$ cat src/esx_pkg.sv
// Purpose: shared constants and carriers for the extend/select/indexed-store execution block
// Assumes: 64-bit general and floating point registers, 32-bit instruction words
// Notes:   release levels are small integers compared against configuration inputs
package esx_pkg;
	localparam logic [5:0] OP_THIRD_SPECIAL  = 6'h1f; // 011111
	localparam logic [5:0] OP_FPU_GROUP      = 6'h11; // 010001
	localparam logic [5:0] OP_IDX_STORE      = 6'h13; // cop1x major group
	localparam logic [5:0] FN_BIT_SHUFFLE    = 6'h20; // 100000
	localparam logic [5:0] FN_FP_SELECT      = 6'h10; // 010000
	localparam logic [5:0] FN_IDX_DW_STORE   = 6'h09; // indexed doubleword store function
	localparam logic [4:0] SA_BYTE_EXT       = 5'h10; // 10000
	localparam logic [4:0] SA_HALF_EXT       = 5'h18; // 11000
	localparam logic [4:0] FMT_SINGLE        = 5'h10;
	localparam logic [4:0] FMT_DOUBLE        = 5'h11;
	localparam logic [3:0] REL_SIGN_EXT_MIN  = 4'h2;
	localparam logic [3:0] REL_NO_IDX_STORE  = 4'h6;
	localparam logic [3:0] REL_SELECT_MIN    = 4'h6;
	localparam int         DW_ALIGN_BITS     = 3;
	localparam logic [63:0] HI_WORD_ADDR_FLIP = 64'h4; // 0b100

	typedef enum logic [2:0] {
		ESX_EXC_NONE,
		ESX_EXC_RESERVED,
		ESX_EXC_ADDR_ERR,
		ESX_EXC_CP_UNUSABLE,
		ESX_EXC_MEMORY
	} esx_exc_t;

	typedef enum logic [1:0] {
		ESX_MEXC_NONE,
		ESX_MEXC_TLB_REFILL,
		ESX_MEXC_TLB_INVALID,
		ESX_MEXC_TLB_MODIFIED
	} esx_mexc_t;

	typedef struct packed {
		logic        valid;
		logic [31:0] instr;
		logic [63:0] gpr_a;   // base or source_gpr_field value
		logic [63:0] gpr_b;   // index
		logic [63:0] fpr_s;   // fp_first_source_reg
		logic [63:0] fpr_t;   // fp_second_source_reg
		logic [63:0] fpr_d;   // fp_destination_reg prior contents
	} esx_req_t;

	typedef struct packed {
		logic        valid;
		logic        gpr_we;
		logic        fpr_we;
		logic [4:0]  dest;
		logic [63:0] data;
		esx_exc_t    exc;
		logic        watch;
	} esx_rsp_t;

	typedef struct packed {
		logic        valid;
		logic [63:0] addr;
		logic [31:0] data;
		logic        upper;
	} esx_mem_t;
endpackage : esx_pkg

$ cat src/esx_decode.sv
// Purpose: classify an instruction word into the operations this block executes
// Assumes: instruction fields at their standard positions
// Notes:   purely combinational
`timescale 1ns/100ps
module esx_decode (
	input  wire logic [31:0] instr,
	output logic             is_byte_ext,
	output logic             is_half_ext,
	output logic             is_select,
	output logic             select_bad_fmt,
	output logic             select_double,
	output logic             is_idx_store
);
	import esx_pkg::*;
	logic [5:0] op;
	logic [5:0] fn;
	logic [4:0] rs;
	logic [4:0] sa;
	assign op = instr[31:26];
	assign fn = instr[5:0];
	assign rs = instr[25:21];
	assign sa = instr[10:6];
	assign is_byte_ext = op == OP_THIRD_SPECIAL && rs == 5'h00 && sa == SA_BYTE_EXT && fn == FN_BIT_SHUFFLE;
	assign is_half_ext = op == OP_THIRD_SPECIAL && rs == 5'h00 && sa == SA_HALF_EXT && fn == FN_BIT_SHUFFLE;
	// fmt sits in the rs position for the fpu group
	assign is_select = op == OP_FPU_GROUP && fn == FN_FP_SELECT && rs[4];
	assign select_bad_fmt = is_select && rs != FMT_SINGLE && rs != FMT_DOUBLE;
	assign select_double = rs == FMT_DOUBLE;
	assign is_idx_store = op == OP_IDX_STORE && fn == FN_IDX_DW_STORE && sa == 5'h00;
endmodule : esx_decode

$ cat src/esx_store_split.sv
// Purpose: split a doubleword store into two word writes
// Assumes: the address is already doubleword aligned
// Notes:   big-endian xor reverse-endian picks which word goes first in memory
`timescale 1ns/100ps
module esx_store_split (
	input  wire logic [63:0] ea,
	input  wire logic        endian_flip,
	input  wire logic [63:0] dw,
	output logic [63:0]      lo_addr,
	output logic [63:0]      hi_addr,
	output logic [31:0]      lo_data,
	output logic [31:0]      hi_data
);
	import esx_pkg::*;
	assign lo_addr = ea ^ {61'h0, endian_flip, 2'b00};
	assign hi_addr = lo_addr ^ HI_WORD_ADDR_FLIP;
	assign lo_data = dw[31:0];
	assign hi_data = dw[63:32];
endmodule : esx_store_split

$ cat src/esx_exec.sv
// Purpose: execute byte/halfword sign extension, fp select and indexed fp doubleword store
// Assumes: operands arrive read from the register files; memory takes one word per cycle
// Notes:   one instruction in flight; req_ready low while a store is being issued
//
// Operation
// - store address is base plus index, no displacement.
// - misaligned store address raises address error and stores nothing.
// - store writes all 64 bits of the fp source as raw bits.
// - low word at endian-adjusted address, high word with address bit 2 flipped.
// - release 6 configuration treats the indexed store as reserved instruction.
// - indexed store present whenever an fpu exists, either width or mode.
// - indexed store may raise tlb, coprocessor, address, reserved and watch exceptions.
// - byte extend decoded from 011111, rs zero, sa 10000, function 100000.
// - halfword extend decoded from 011111, rs zero, sa 11000, function 100000.
// - byte extend replicates bit 7 into all upper bits.
// - halfword extend replicates bit 15 into all upper bits.
// - before release 2 both extend encodings are reserved instruction.
// - extend result unpredictable unless source bits 63 to 31 agree.
// - select decoded from 010001 with function 010000, single or double.
// - select condition is only bit 0 of old destination value.
// - condition set writes second source, else first source, to destination.
// - single moves 32 bits, double moves 64 bits, any data type.
// - select raises no data exception and leaves fp status unchanged.
// - select exists only from release 6 onward.
// - other select formats raise reserved instruction.
`timescale 1ns/100ps
module esx_exec (
	input  wire logic                clk,
	input  wire logic                reset,
	input  wire logic [3:0]          arch_release,
	input  wire logic                fpu_present,
	input  wire logic                fpu_enabled,
	input  wire logic                endian_flip,
	input  wire esx_pkg::esx_req_t   req,
	output logic                     req_ready,
	output esx_pkg::esx_rsp_t        rsp,
	output esx_pkg::esx_mem_t        mem,
	input  wire logic                mem_ready,
	input  wire esx_pkg::esx_mexc_t  mem_exc,
	input  wire logic                mem_watch,
	output logic                     fp_status_we
);
	import esx_pkg::*;

	////////////////////////////////////////////////////////////////////////
	typedef enum logic [1:0] {
		ESX_IDLE,
		ESX_ST_LO,
		ESX_ST_HI
	} esx_state_t;

	typedef struct packed {
		esx_state_t  state;
		esx_rsp_t    rsp;
		esx_mem_t    mem;
		logic [63:0] hi_addr;
		logic [31:0] hi_data;
	} esx_regs_t;

	esx_regs_t   st_r;
	esx_regs_t   st_nxt;

	logic        is_byte_ext;
	logic        is_half_ext;
	logic        is_select;
	logic        select_bad_fmt;
	logic        select_double;
	logic        is_idx_store;
	logic [63:0] ea;
	logic [63:0] lo_addr;
	logic [63:0] hi_addr;
	logic [31:0] lo_data;
	logic [31:0] hi_data;
	logic [63:0] sel_val;

	////////////////////////////////////////////////////////////////////////
	esx_decode u_decode (
		.instr          (req.instr),
		.is_byte_ext    (is_byte_ext),
		.is_half_ext    (is_half_ext),
		.is_select      (is_select),
		.select_bad_fmt (select_bad_fmt),
		.select_double  (select_double),
		.is_idx_store   (is_idx_store)
	);

	assign ea = req.gpr_a + req.gpr_b;

	esx_store_split u_split (
		.ea          (ea),
		.endian_flip (endian_flip),
		.dw          (req.fpr_s),
		.lo_addr     (lo_addr),
		.hi_addr     (hi_addr),
		.lo_data     (lo_data),
		.hi_data     (hi_data)
	);

	// only bit 0 of the old destination matters
	assign sel_val = req.fpr_d[0] ? req.fpr_t : req.fpr_s;

	// the select never touches the fp status register
	assign fp_status_we = 1'b0;

	assign req_ready = st_r.state == ESX_IDLE;
	assign rsp = st_r.rsp;
	assign mem = st_r.mem;

	////////////////////////////////////////////////////////////////////////
	always_comb begin
		st_nxt = st_r;
		st_nxt.rsp.valid = 1'b0;
		st_nxt.rsp.watch = 1'b0;
		case (st_r.state)
			ESX_IDLE: begin
				st_nxt.mem.valid = 1'b0;
				if (req.valid) begin
					st_nxt.rsp.valid = 1'b1;
					st_nxt.rsp.gpr_we = 1'b0;
					st_nxt.rsp.fpr_we = 1'b0;
					st_nxt.rsp.exc = ESX_EXC_NONE;
					st_nxt.rsp.data = 64'h0;
					st_nxt.rsp.dest = req.instr[15:11];
					if (is_byte_ext || is_half_ext) begin
						// result for non-word sources is unpredictable; no check is made
						if (arch_release < REL_SIGN_EXT_MIN) begin
							st_nxt.rsp.exc = ESX_EXC_RESERVED;
						end else begin
							st_nxt.rsp.gpr_we = 1'b1;
							if (is_byte_ext) begin
								st_nxt.rsp.data = {{56{req.gpr_a[7]}}, req.gpr_a[7:0]};
							end else begin
								st_nxt.rsp.data = {{48{req.gpr_a[15]}}, req.gpr_a[15:0]};
							end
						end
					end else if (is_select) begin
						st_nxt.rsp.dest = req.instr[10:6];
						if (!fpu_present || !fpu_enabled) begin
							st_nxt.rsp.exc = ESX_EXC_CP_UNUSABLE;
						end else if (arch_release < REL_SELECT_MIN || select_bad_fmt) begin
							st_nxt.rsp.exc = ESX_EXC_RESERVED;
						end else begin
							st_nxt.rsp.fpr_we = 1'b1;
							// upper half of a single result is left zero
							st_nxt.rsp.data = select_double ? sel_val : {32'h0, sel_val[31:0]};
						end
					end else if (is_idx_store) begin
						st_nxt.rsp.dest = 5'h00;
						if (arch_release >= REL_NO_IDX_STORE) begin
							st_nxt.rsp.exc = ESX_EXC_RESERVED;
						end else if (!fpu_present || !fpu_enabled) begin
							st_nxt.rsp.exc = ESX_EXC_CP_UNUSABLE;
						end else if (ea[DW_ALIGN_BITS-1:0] != 3'b000) begin
							st_nxt.rsp.exc = ESX_EXC_ADDR_ERR;
						end else begin
							// answer waits until the high word is accepted, or until memory reports a fault or watch hit
							st_nxt.rsp.valid = 1'b0;
							st_nxt.mem.valid = 1'b1;
							st_nxt.mem.addr = lo_addr;
							st_nxt.mem.data = lo_data;
							st_nxt.mem.upper = 1'b0;
							st_nxt.hi_addr = hi_addr;
							st_nxt.hi_data = hi_data;
							st_nxt.state = ESX_ST_LO;
						end
					end else begin
						st_nxt.rsp.exc = ESX_EXC_RESERVED;
					end
				end
			end
			ESX_ST_LO: begin
				if (mem_exc != ESX_MEXC_NONE || mem_watch) begin
					st_nxt.mem.valid = 1'b0;
					st_nxt.rsp.valid = 1'b1;
					st_nxt.rsp.exc = mem_exc != ESX_MEXC_NONE ? ESX_EXC_MEMORY : ESX_EXC_NONE;
					st_nxt.rsp.watch = mem_watch;
					st_nxt.state = ESX_IDLE;
				end else if (mem_ready) begin
					st_nxt.mem.addr = st_r.hi_addr;
					st_nxt.mem.data = st_r.hi_data;
					st_nxt.mem.upper = 1'b1;
					st_nxt.state = ESX_ST_HI;
				end
			end
			ESX_ST_HI: begin
				if (mem_exc != ESX_MEXC_NONE || mem_watch || mem_ready) begin
					st_nxt.mem.valid = 1'b0;
					st_nxt.rsp.valid = 1'b1;
					st_nxt.rsp.exc = mem_exc != ESX_MEXC_NONE ? ESX_EXC_MEMORY : ESX_EXC_NONE;
					st_nxt.rsp.watch = mem_watch;
					st_nxt.state = ESX_IDLE;
				end
			end
			default: begin
				st_nxt.state = ESX_IDLE;
			end
		endcase
	end

	always_ff @(posedge clk) begin
		if (reset) begin
			st_r <= '0;
		end else begin
			st_r <= st_nxt;
		end
	end
endmodule : esx_exec

$ cat config.mk
export PLATFORM = sky130hd
export DESIGN_NAME = esx_exec
export DESIGN_NICKNAME = d
export VERILOG_FILES = /design/src/esx_pkg.sv /design/src/esx_decode.sv /design/src/esx_store_split.sv /design/src/esx_exec.sv
export SDC_FILE = /design/constraint.sdc
export NUM_CORES = 1
export LEC_CHECK = 0
export BUFFER_PORTS_ARGS = -buffer_cell sky130_fd_sc_hd__buf_4
export CAP_MARGIN = 25
export CORE_ASPECT_RATIO = 0.75
export CORE_UTILIZATION = 37
export DETAILED_ROUTE_END_ITERATION = 7
export PLACE_DENSITY = 0.61
export SETUP_SLACK_MARGIN = 0.2
export SLEW_MARGIN = 25
export SYNTH_ARGS = -nofsm -noshare
export SYNTH_HDL_FRONTEND = slang
export SYNTH_SLANG_ARGS = --single-unit
$ cat constraint.sdc
create_clock -name clk -period 9.8 [get_ports clk]
set_input_delay 0.49 -clock clk [delete_from_list [all_inputs] [get_ports clk]]
set_output_delay 0.49 -clock clk [all_outputs]
set_load 0.005 [all_outputs]
==> results.json, run 1 <==
{
  "status": "completed",
  "wl_um": 60800,
  "nets": 2970,
  "synthCells": 2338,
  "syn_nets": 2772,
  "clk_latency_ns": 0.58,
  "drv_cap": 0,
  "cts_sinks": 272,
  "dpl_cell_area_um2": 19600,
  "critPathMaxFanout": 48,
  "clock_skew_ns": 0.0160,
  "die_y_um": 188,
  "dr.pass1.iters": 5,
  "wire_per_inst_um": 19.4,
  "htreeDepth": 1,
  "netlist_area_um2": 17100,
  "portBuffers": 471,
  "place.gp.congestion": 0.906,
  "num_vias": 17100,
  "hold_class": "in -> reg",
  "hpwl_um": 44300,
  "start_kind": "primary input",
  "synth-async-reset-ratio_pct": 0,
  "crit_top_cell": "buf_4",
  "die-area_um2": 47200,
  "drive_above_1_share_pct": 21.6,
  "design_area_um2": 20600,
  "rsz0062_at_grt": "false",
  "avgViaCountPerCell": 5.44,
  "drc": 0,
  "num_io_pins": 542,
  "grt_util_all_layers_pct": 24.4,
  "cts_buffers": 31,
  "clockBufferDepth": 3,
  "vdd_ir_drop_max_v": 0.000106,
  "synth.area.top_cells": "dfxtp_1 32%, nand2_1 11%, a21oi_1 10%",
  "slowest_delay_ns": 0.57,
  "cts_setup_buffers": 0,
  "final_core_util_pct": 45.6,
  "grt_pass1_wl_um": 91200,
  "cts_resized": 0,
  "finalHoldViolations": 0,
  "die_w_um": 250,
  "crit_family": "simple AND/OR/NAND/NOR gates",
  "end_kind": "register",
  "synth_largest_area_cell": "dfxtp_1",
  "core_um2": 45200,
  "timing.hold.ws_ns": 0.177,
  "synth_cell_types": 74,
  "setup_viol": 0,
  "ant_nets": 0,
  "ys_warn_count": 0,
  "yosysSeqAreaShare_pct": 31.8,
  "worst_pin_slew_ns": 1.01,
  "cts_tree": "built",
  "synth_top_flop_cell": "dfxtp_1",
  "antenna_cells": 0,
  "num_rows": 67,
  "required_ns": 10.28,
  "gr-total-overflow": 0,
  "critPathBufInv": 2,
  "antenna_found_initial": 1,
  "period_minus_slack_ns": 4.25,
  "post-synth-top-area-fraction_pct": 31.8,
  "slowest_stage": "or4_1",
  "slew_violations": 0,
  "synth-seq-cells": 272,
  "hold_buffers": 0,
  "maxSlewHeadroom_pct": 32.6,
  "power.leakage_uw": 0.00840,
  "drtIter0Drc": 1158,
  "cts.clk_slew.worst_paths_ns": 0.06,
  "first_global_vias": 15900,
  "tns_ns": 0,
  "syn2layout_area_growth_pct": 20.4,
  "finalCritPeriodShare_pct": 43.4,
  "clockRootBuffer": "clkbuf_16",
  "crit_type": "in -> reg",
  "start_util_pct": 37.9,
  "grt_max_degree": 132,
  "synth_edf_count": 0,
  "power_density_nw_per_um2": 132,
  "fmax_ghz": 0.235,
  "worstPathCellList": "buf_4 > ha_1 > fa_1 > xnor2_1 > or4b_1 > or4_1 > or2_4 > nor3_4 > buf_4 > nand2b_1 > o31ai_1",
  "syn_area_per_cell_um2": 7.32,
  "fin_cells": 3141,
  "dp.cells": 3089,
  "cp.arrival_ns": 4.73
}
area by class of cell:
cell class,instances,area [um2]
Fill cell,4572,24600
Clock buffer,43,881
Timing Repair Buffer,487,3690
Clock inverter,9,75.1
Multi-Input combinational cell,1719,9690
Inverter,25,93.8
Sequential cell,272,5450
Tap cell,586,733
report_power, final:
group          internal [uW]  switching [uW]
combinational            207             281
sequential              1110           0.938
clock                    644             485
total                   1960             767
per-layer routing:
layer / track usage, % / vias to the layer above / routed length (um)
li1: - / 8355 / -
met1: 35.0 / 8113 / 28800
met2: 37.3 / 553 / 26500
met3: 4.81 / 79 / 4210
met4: 5.33 / 0 / 1340
met5: 0 / - / 0
synth_stat cells, types with 19 or more instances:
library cell / number
nand4_1: 24
mux2i_1: 74
or3_1: 21
nand2_1: 491
buf_4: 180
nor3_1: 25
xnor2_1: 24
o21ai_0: 157
dfxtp_1: 272
xor2_1: 19
buf_2: 31
nand3_1: 39
inv_1: 25
a21o_1: 37
clkbuf_1: 110
nor2_1: 144
ha_1: 67
a21oi_1: 356
registers in the layout (all words and copies together), names as in the netlist:
| name | flops |
|---|---|
| mem | 98 |
| st_r | 98 |
| rsp | 76 |
logic make-up after synthesis:
| group | count (synthesis) | synth area share (%) |
|---|---|---|
| flip-flops | 272 | 31.8 |
| buffers and inverters | 347 | 11.8 |
| other | 1 | 0.0219 |
| AO/OA/AOI/OAI | 681 | 22.7 |
| multiplexers | 76 | 4.46 |
| XOR/XNOR | 43 | 2.20 |
| adder cells (fa/ha/maj) | 68 | 5.01 |
| AND/OR/NAND/NOR | 850 | 22.1 |
layout by cell type (no fill, tap or decap), types with 7 or more instances in the layout:
| master | Yosys | layout |
|---|---|---|
| nand3_1 | 39 | 39 |
| a211o_1 | 8 | 8 |
| nand3b_1 | 17 | 17 |
| o21ai_0 | 157 | 157 |
| nand2_1 | 491 | 489 |
| o2111ai_1 | 11 | 11 |
| or4_1 | 7 | 7 |
| nor2_1 | 144 | 143 |
| o21bai_1 | 15 | 15 |
| a221oi_1 | 8 | 8 |
| clkbuf_16 | 0 | 31 |
| o21a_1 | 8 | 8 |
| mux2i_1 | 74 | 74 |
| o211ai_1 | 7 | 7 |
| o22ai_1 | 12 | 12 |
| a211oi_1 | 11 | 11 |
| buf_4 | 180 | 484 |
| and4_1 | 10 | 10 |
| nor3_1 | 25 | 25 |
| a21o_1 | 37 | 37 |
| a21oi_1 | 356 | 356 |
| nor2b_1 | 8 | 8 |
| and2_1 | 12 | 12 |
| inv_1 | 25 | 25 |
| ha_1 | 67 | 66 |
| a31oi_1 | 14 | 14 |
| or3_1 | 21 | 21 |
| clkbuf_8 | 0 | 7 |
| nand4_1 | 24 | 24 |
| and3_1 | 17 | 17 |
| xor2_1 | 19 | 19 |
| xnor2_1 | 24 | 24 |
| dfxtp_1 | 272 | 272 |
| nor4_1 | 8 | 8 |
worst reg2reg max path: stages, from the launching register on:
cell     delay [ns]
dfxtp_1        0.43
inv_1          0.09
ha_1           0.32
nand2_2        0.15
buf_4          0.66
or2_4          0.71
buf_4          0.71
nor4_1         0.21
a21oi_1        0.17
a21oi_1        0.08
stage by stage:
step | total power, uW | setup WS, ns
2_1_floorplan | 1420 | 6.37
4_1_cts | 2740 | 5.56
3_5_place_dp | 1610 | 4.94
3_3_place_gp | 1610 | 4.96
6_report | 2730 | 5.55
5_1_grt | 2840 | 5.38
final timing paths:
check | from | cells past startpoint | endpoint | slack, ns
hold / removal | req[132] | 3 | mem[5]$_SDFFE_PP0P_ | 0.18
setup / recovery | req[192] | 11 | mem[80]$_SDFFE_PP0P_ | 5.55
hold reg to reg | st_r[95]$_SDFFE_PP0P_ | 2 | st_r[95]$_SDFFE_PP0P_ | 0.45
setup reg to reg | st_r[270]$_SDFFE_PP0P_ | 9 | st_r[91]$_SDFFE_PP0P_ | 6.12
No activity file was read; power rests on OpenSTA's default activity.
==> run 2, diff against run 1 <==
--- a/config.mk
+++ b/config.mk
@@ -5,12 +5,13 @@
 export SDC_FILE = /design/constraint.sdc
 export NUM_CORES = 1
 export LEC_CHECK = 0
+export ABC_AREA = 1
 export BUFFER_PORTS_ARGS = -buffer_cell sky130_fd_sc_hd__buf_4
 export CAP_MARGIN = 25
 export CORE_ASPECT_RATIO = 0.75
 export CORE_UTILIZATION = 37
 export DETAILED_ROUTE_END_ITERATION = 7
-export PLACE_DENSITY = 0.61
+export PLACE_DENSITY = 0.62
 export SETUP_SLACK_MARGIN = 0.2
 export SLEW_MARGIN = 25
 export SYNTH_ARGS = -nofsm -noshare
==> constraint.sdc (replaced) <==
create_clock -name clk -period 3.7 [get_ports clk]
set_input_delay 0.185 -clock clk [delete_from_list [all_inputs] [get_ports clk]]
set_output_delay 0.185 -clock clk [all_outputs]
set_load 0.005 [all_outputs]
==> results.json, run 2 <==
{
  "fmax_ghz": 0.339,
  "final_core_util_pct": 46.8,
  "finalHoldViolations": 0,
  "fin_ws_ns": 0.753,
  "tns_ns": 0,
  "drive_above_1_share_pct": 18.6,
  "synth-async-reset-ratio_pct": 0,
  "period_minus_slack_ns": 2.95,
  "synth_compound_area_share_pct": 11.0,
  "synth_common_cells": "1,043 x nand2_1, 501 x inv_1, 272 x dfxtp_1",
  "synth_cell_types": 41,
  "place.gp.congestion": 1.00,
  "drv_cap": 0,
  "hold_class": "in -> reg",
  "required_ns": 4.16,
  "num_io_pins": 542,
  "die_y_um": 200,
  "num_vias": 20400,
  "start_kind": "register",
  "final_common_cell": "nand2_1",
  "synth_xor_xnor_area_share_pct": 1.30,
  "die-area_um2": 53500,
  "worst_pin_slew_ns": 0.953,
  "m1WireLength_um": 35100,
  "num_rows": 72,
  "netlist_area_um2": 19400,
  "syn2layout_area_growth_pct": 24.5,
  "top_layer": "met5",
  "grt_pass1_wl_um": 111000,
  "preCtsSetupSlack_ns": 0.742,
  "power_density_nw_per_um2": 357,
  "synth_largest_area_cell": "dfxtp_1",
  "met3WireLength_um": 7710,
  "yosysSeqAreaShare_pct": 28.0,
  "drc": 0,
  "multi_input_area_um2": 10300,
  "dp.cells": 4022,
  "drtIter0Drc": 1995,
  "cts_sinks": 272,
  "synthSimpleGateAreaFrac_pct": 32.8,
  "synthCells": 3124,
  "cp.arrival_ns": 3.41,
  "htreeDepth": 2,
  "synth.area.top_cells": "dfxtp_1 28%, nand2_1 20%, inv_1 9.7%",
  "routed-wl-met2_um": 29800,
  "clk_latency_ns": 0.55,
  "wire_per_inst_um": 17.9,
  "ys_warn_count": 0,
  "synthMuxAreaShare_pct": 3.24,
  "antenna_found_initial": 2,
  "dr.pass1.iters": 6,
  "maxSlewHeadroom_pct": 36.5,
  "post-synth-top-area-fraction_pct": 28.0,
  "final_cell_mix": "1,042 x nand2_1, 499 x inv_1, 481 x buf_4, 272 x dfxtp_1, 196 x nand3_1",
  "hpwl_um": 56200,
  "cts.clk_slew.worst_paths_ns": 0.06,
  "clock_skew_ns": 0.0182,
  "timing.hold.ws_ns": 0.0196,
  "syn_area_per_cell_um2": 6.22,
  "setup_viol": 0,
  "crit_type": "reg -> reg",
  "grt_util_all_layers_pct": 27.0,
  "end_kind": "register",
  "die_w_um": 267,
  "ant_nets": 0,
  "core_um2": 51700,
  "synth_top_flop_cell": "dfxtp_1",
  "cts_tree": "built",
  "fin_cells": 4159,
  "synth_fa_ha_area_share_pct": 4.42,
  "vdd_ir_drop_max_v": 0.000248,
  "finalCritPeriodShare_pct": 79.6,
  "wl_um": 74500,
  "clockBufferDepth": 3,
  "clockRootBuffer": "clkbuf_16",
  "start_util_pct": 37.6,
  "portBuffers": 471,
  "synth_edf_count": 0,
  "grt_max_degree": 90,
  "status": "completed",
  "syn_nets": 3558,
  "power.leakage_uw": 0.0132,
  "synth-seq-cells": 272,
  "antenna_cells": 0,
  "slew_violations": 0,
  "synth_top_family_by_area": "simple AND/OR/NAND/NOR gates",
  "nets": 3864,
  "critPathMaxFanout": 32,
  "first_global_vias": 18600,
  "gr-total-overflow": 0,
  "seq_area_um2": 5450,
  "yosysMostFrequentCell": "nand2_1",
  "cts_buffers": 35,
  "rsz0062_at_grt": "false",
  "fill_cells": 5484,
  "avgViaCountPerCell": 4.90
}
-- run 2: cell count changes in the layout (fill, tap and decap cells not counted), moves of 17 or more --
| cell | previous run | this run |
|---|---|---|
| nor2_1 | 143 | 184 |
| a21oi_1 | 356 | 137 |
| mux2i_1 | 74 | 0 |
| dlygate4sd3_1 | 0 | 74 |
| o21ai_0 | 157 | 87 |
| inv_1 | 25 | 499 |
| mux2_2 | 2 | 56 |
| nand2_1 | 489 | 1042 |
| a22oi_1 | 1 | 55 |
| and3_1 | 17 | 0 |
| xnor2_1 | 24 | 6 |
| a21o_1 | 37 | 11 |
| nand3_1 | 39 | 196 |
| or3_1 | 21 | 0 |
-- run 2: final cells by class --
cell class,count,share of cell area [%]
multi-input combinational,2053,42.5
tap,703,3.64
clock buffer,47,4.02
timing repair buffer,563,18.7
inverter,505,7.85
sequential,272,22.5
clock inverter,16,0.854
-- run 2: where the power goes --
part	total, uW	internal [uW]	switching [uW]	leakage [uW]
logic	2080	738	1350	0.0104
registers	2980	2960	17.3	0.00219
clock network	3570	2140	1430	0.000571
total	8630	5830	2800	0.0132
-- run 2: worst max-delay path: stages, from the launching register on --
cell and delay (ns):
dfxtp_1 0.36, inv_1 0.09, ha_1 0.33, inv_1 0.17
nor2_1 0.07, nor4_1 0.45, nand3_4 0.42, nor2_4 0.25
buf_4 0.39, nand2_1 0.11, a21oi_1 0.17
-- run 2: what timing repair did --
item | 4_1_cts | 5_1_grt
setup buffers | 0 | 0
resized for setup | 0 | 0
hold endpoints to repair | 74 | 0
hold buffers | 74 | 0
-- run 2: logic make-up after synthesis --
group                      Yosys count
and+or+nand+nor                   1537
DFF                                272
muxes                               56
adders and majority gates           68
buffers and inverters              799
other                                1
xor gates and xnor gates            28
AOI/OAI and AO/OA                  363
-- run 2: final timing paths --
check                           cells after the start                     to                   start  slack (ns)
worst max register to register                     10   mem[28]$_SDFFE_PP0P_  st_r[270]$_SDFFE_PP0P_        0.75
worst min register to register                      2  st_r[36]$_SDFFE_PP0P_   st_r[36]$_SDFFE_PP0P_        0.46
worst max-delay path                               10   mem[28]$_SDFFE_PP0P_  st_r[270]$_SDFFE_PP0P_        0.75
worst min-delay path                                5   rsp[71]$_SDFFE_PP0P_                req[334]        0.02
-- run 2: layer usage --
| metal | vias up | global-route usage (%) |
|---|---|---|
| met2 | 871 | 38.5 |
| met1 | 9207 | 39.8 |
| met5 | - | 0 |
| met3 | 98 | 6.67 |
| met4 | 2 | 7.55 |
| li1 | 10200 | - |
-- run 2: stage by stage --
stage | total power (uW) | area, um2
2_1_floorplan | 4240 | 19400
3_3_place_gp | 5010 | 22300
3_5_place_dp | 5010 | 22300
4_1_cts | 8660 | 24200
5_1_grt | 9000 | 24200
6_report | 8630 | 24200
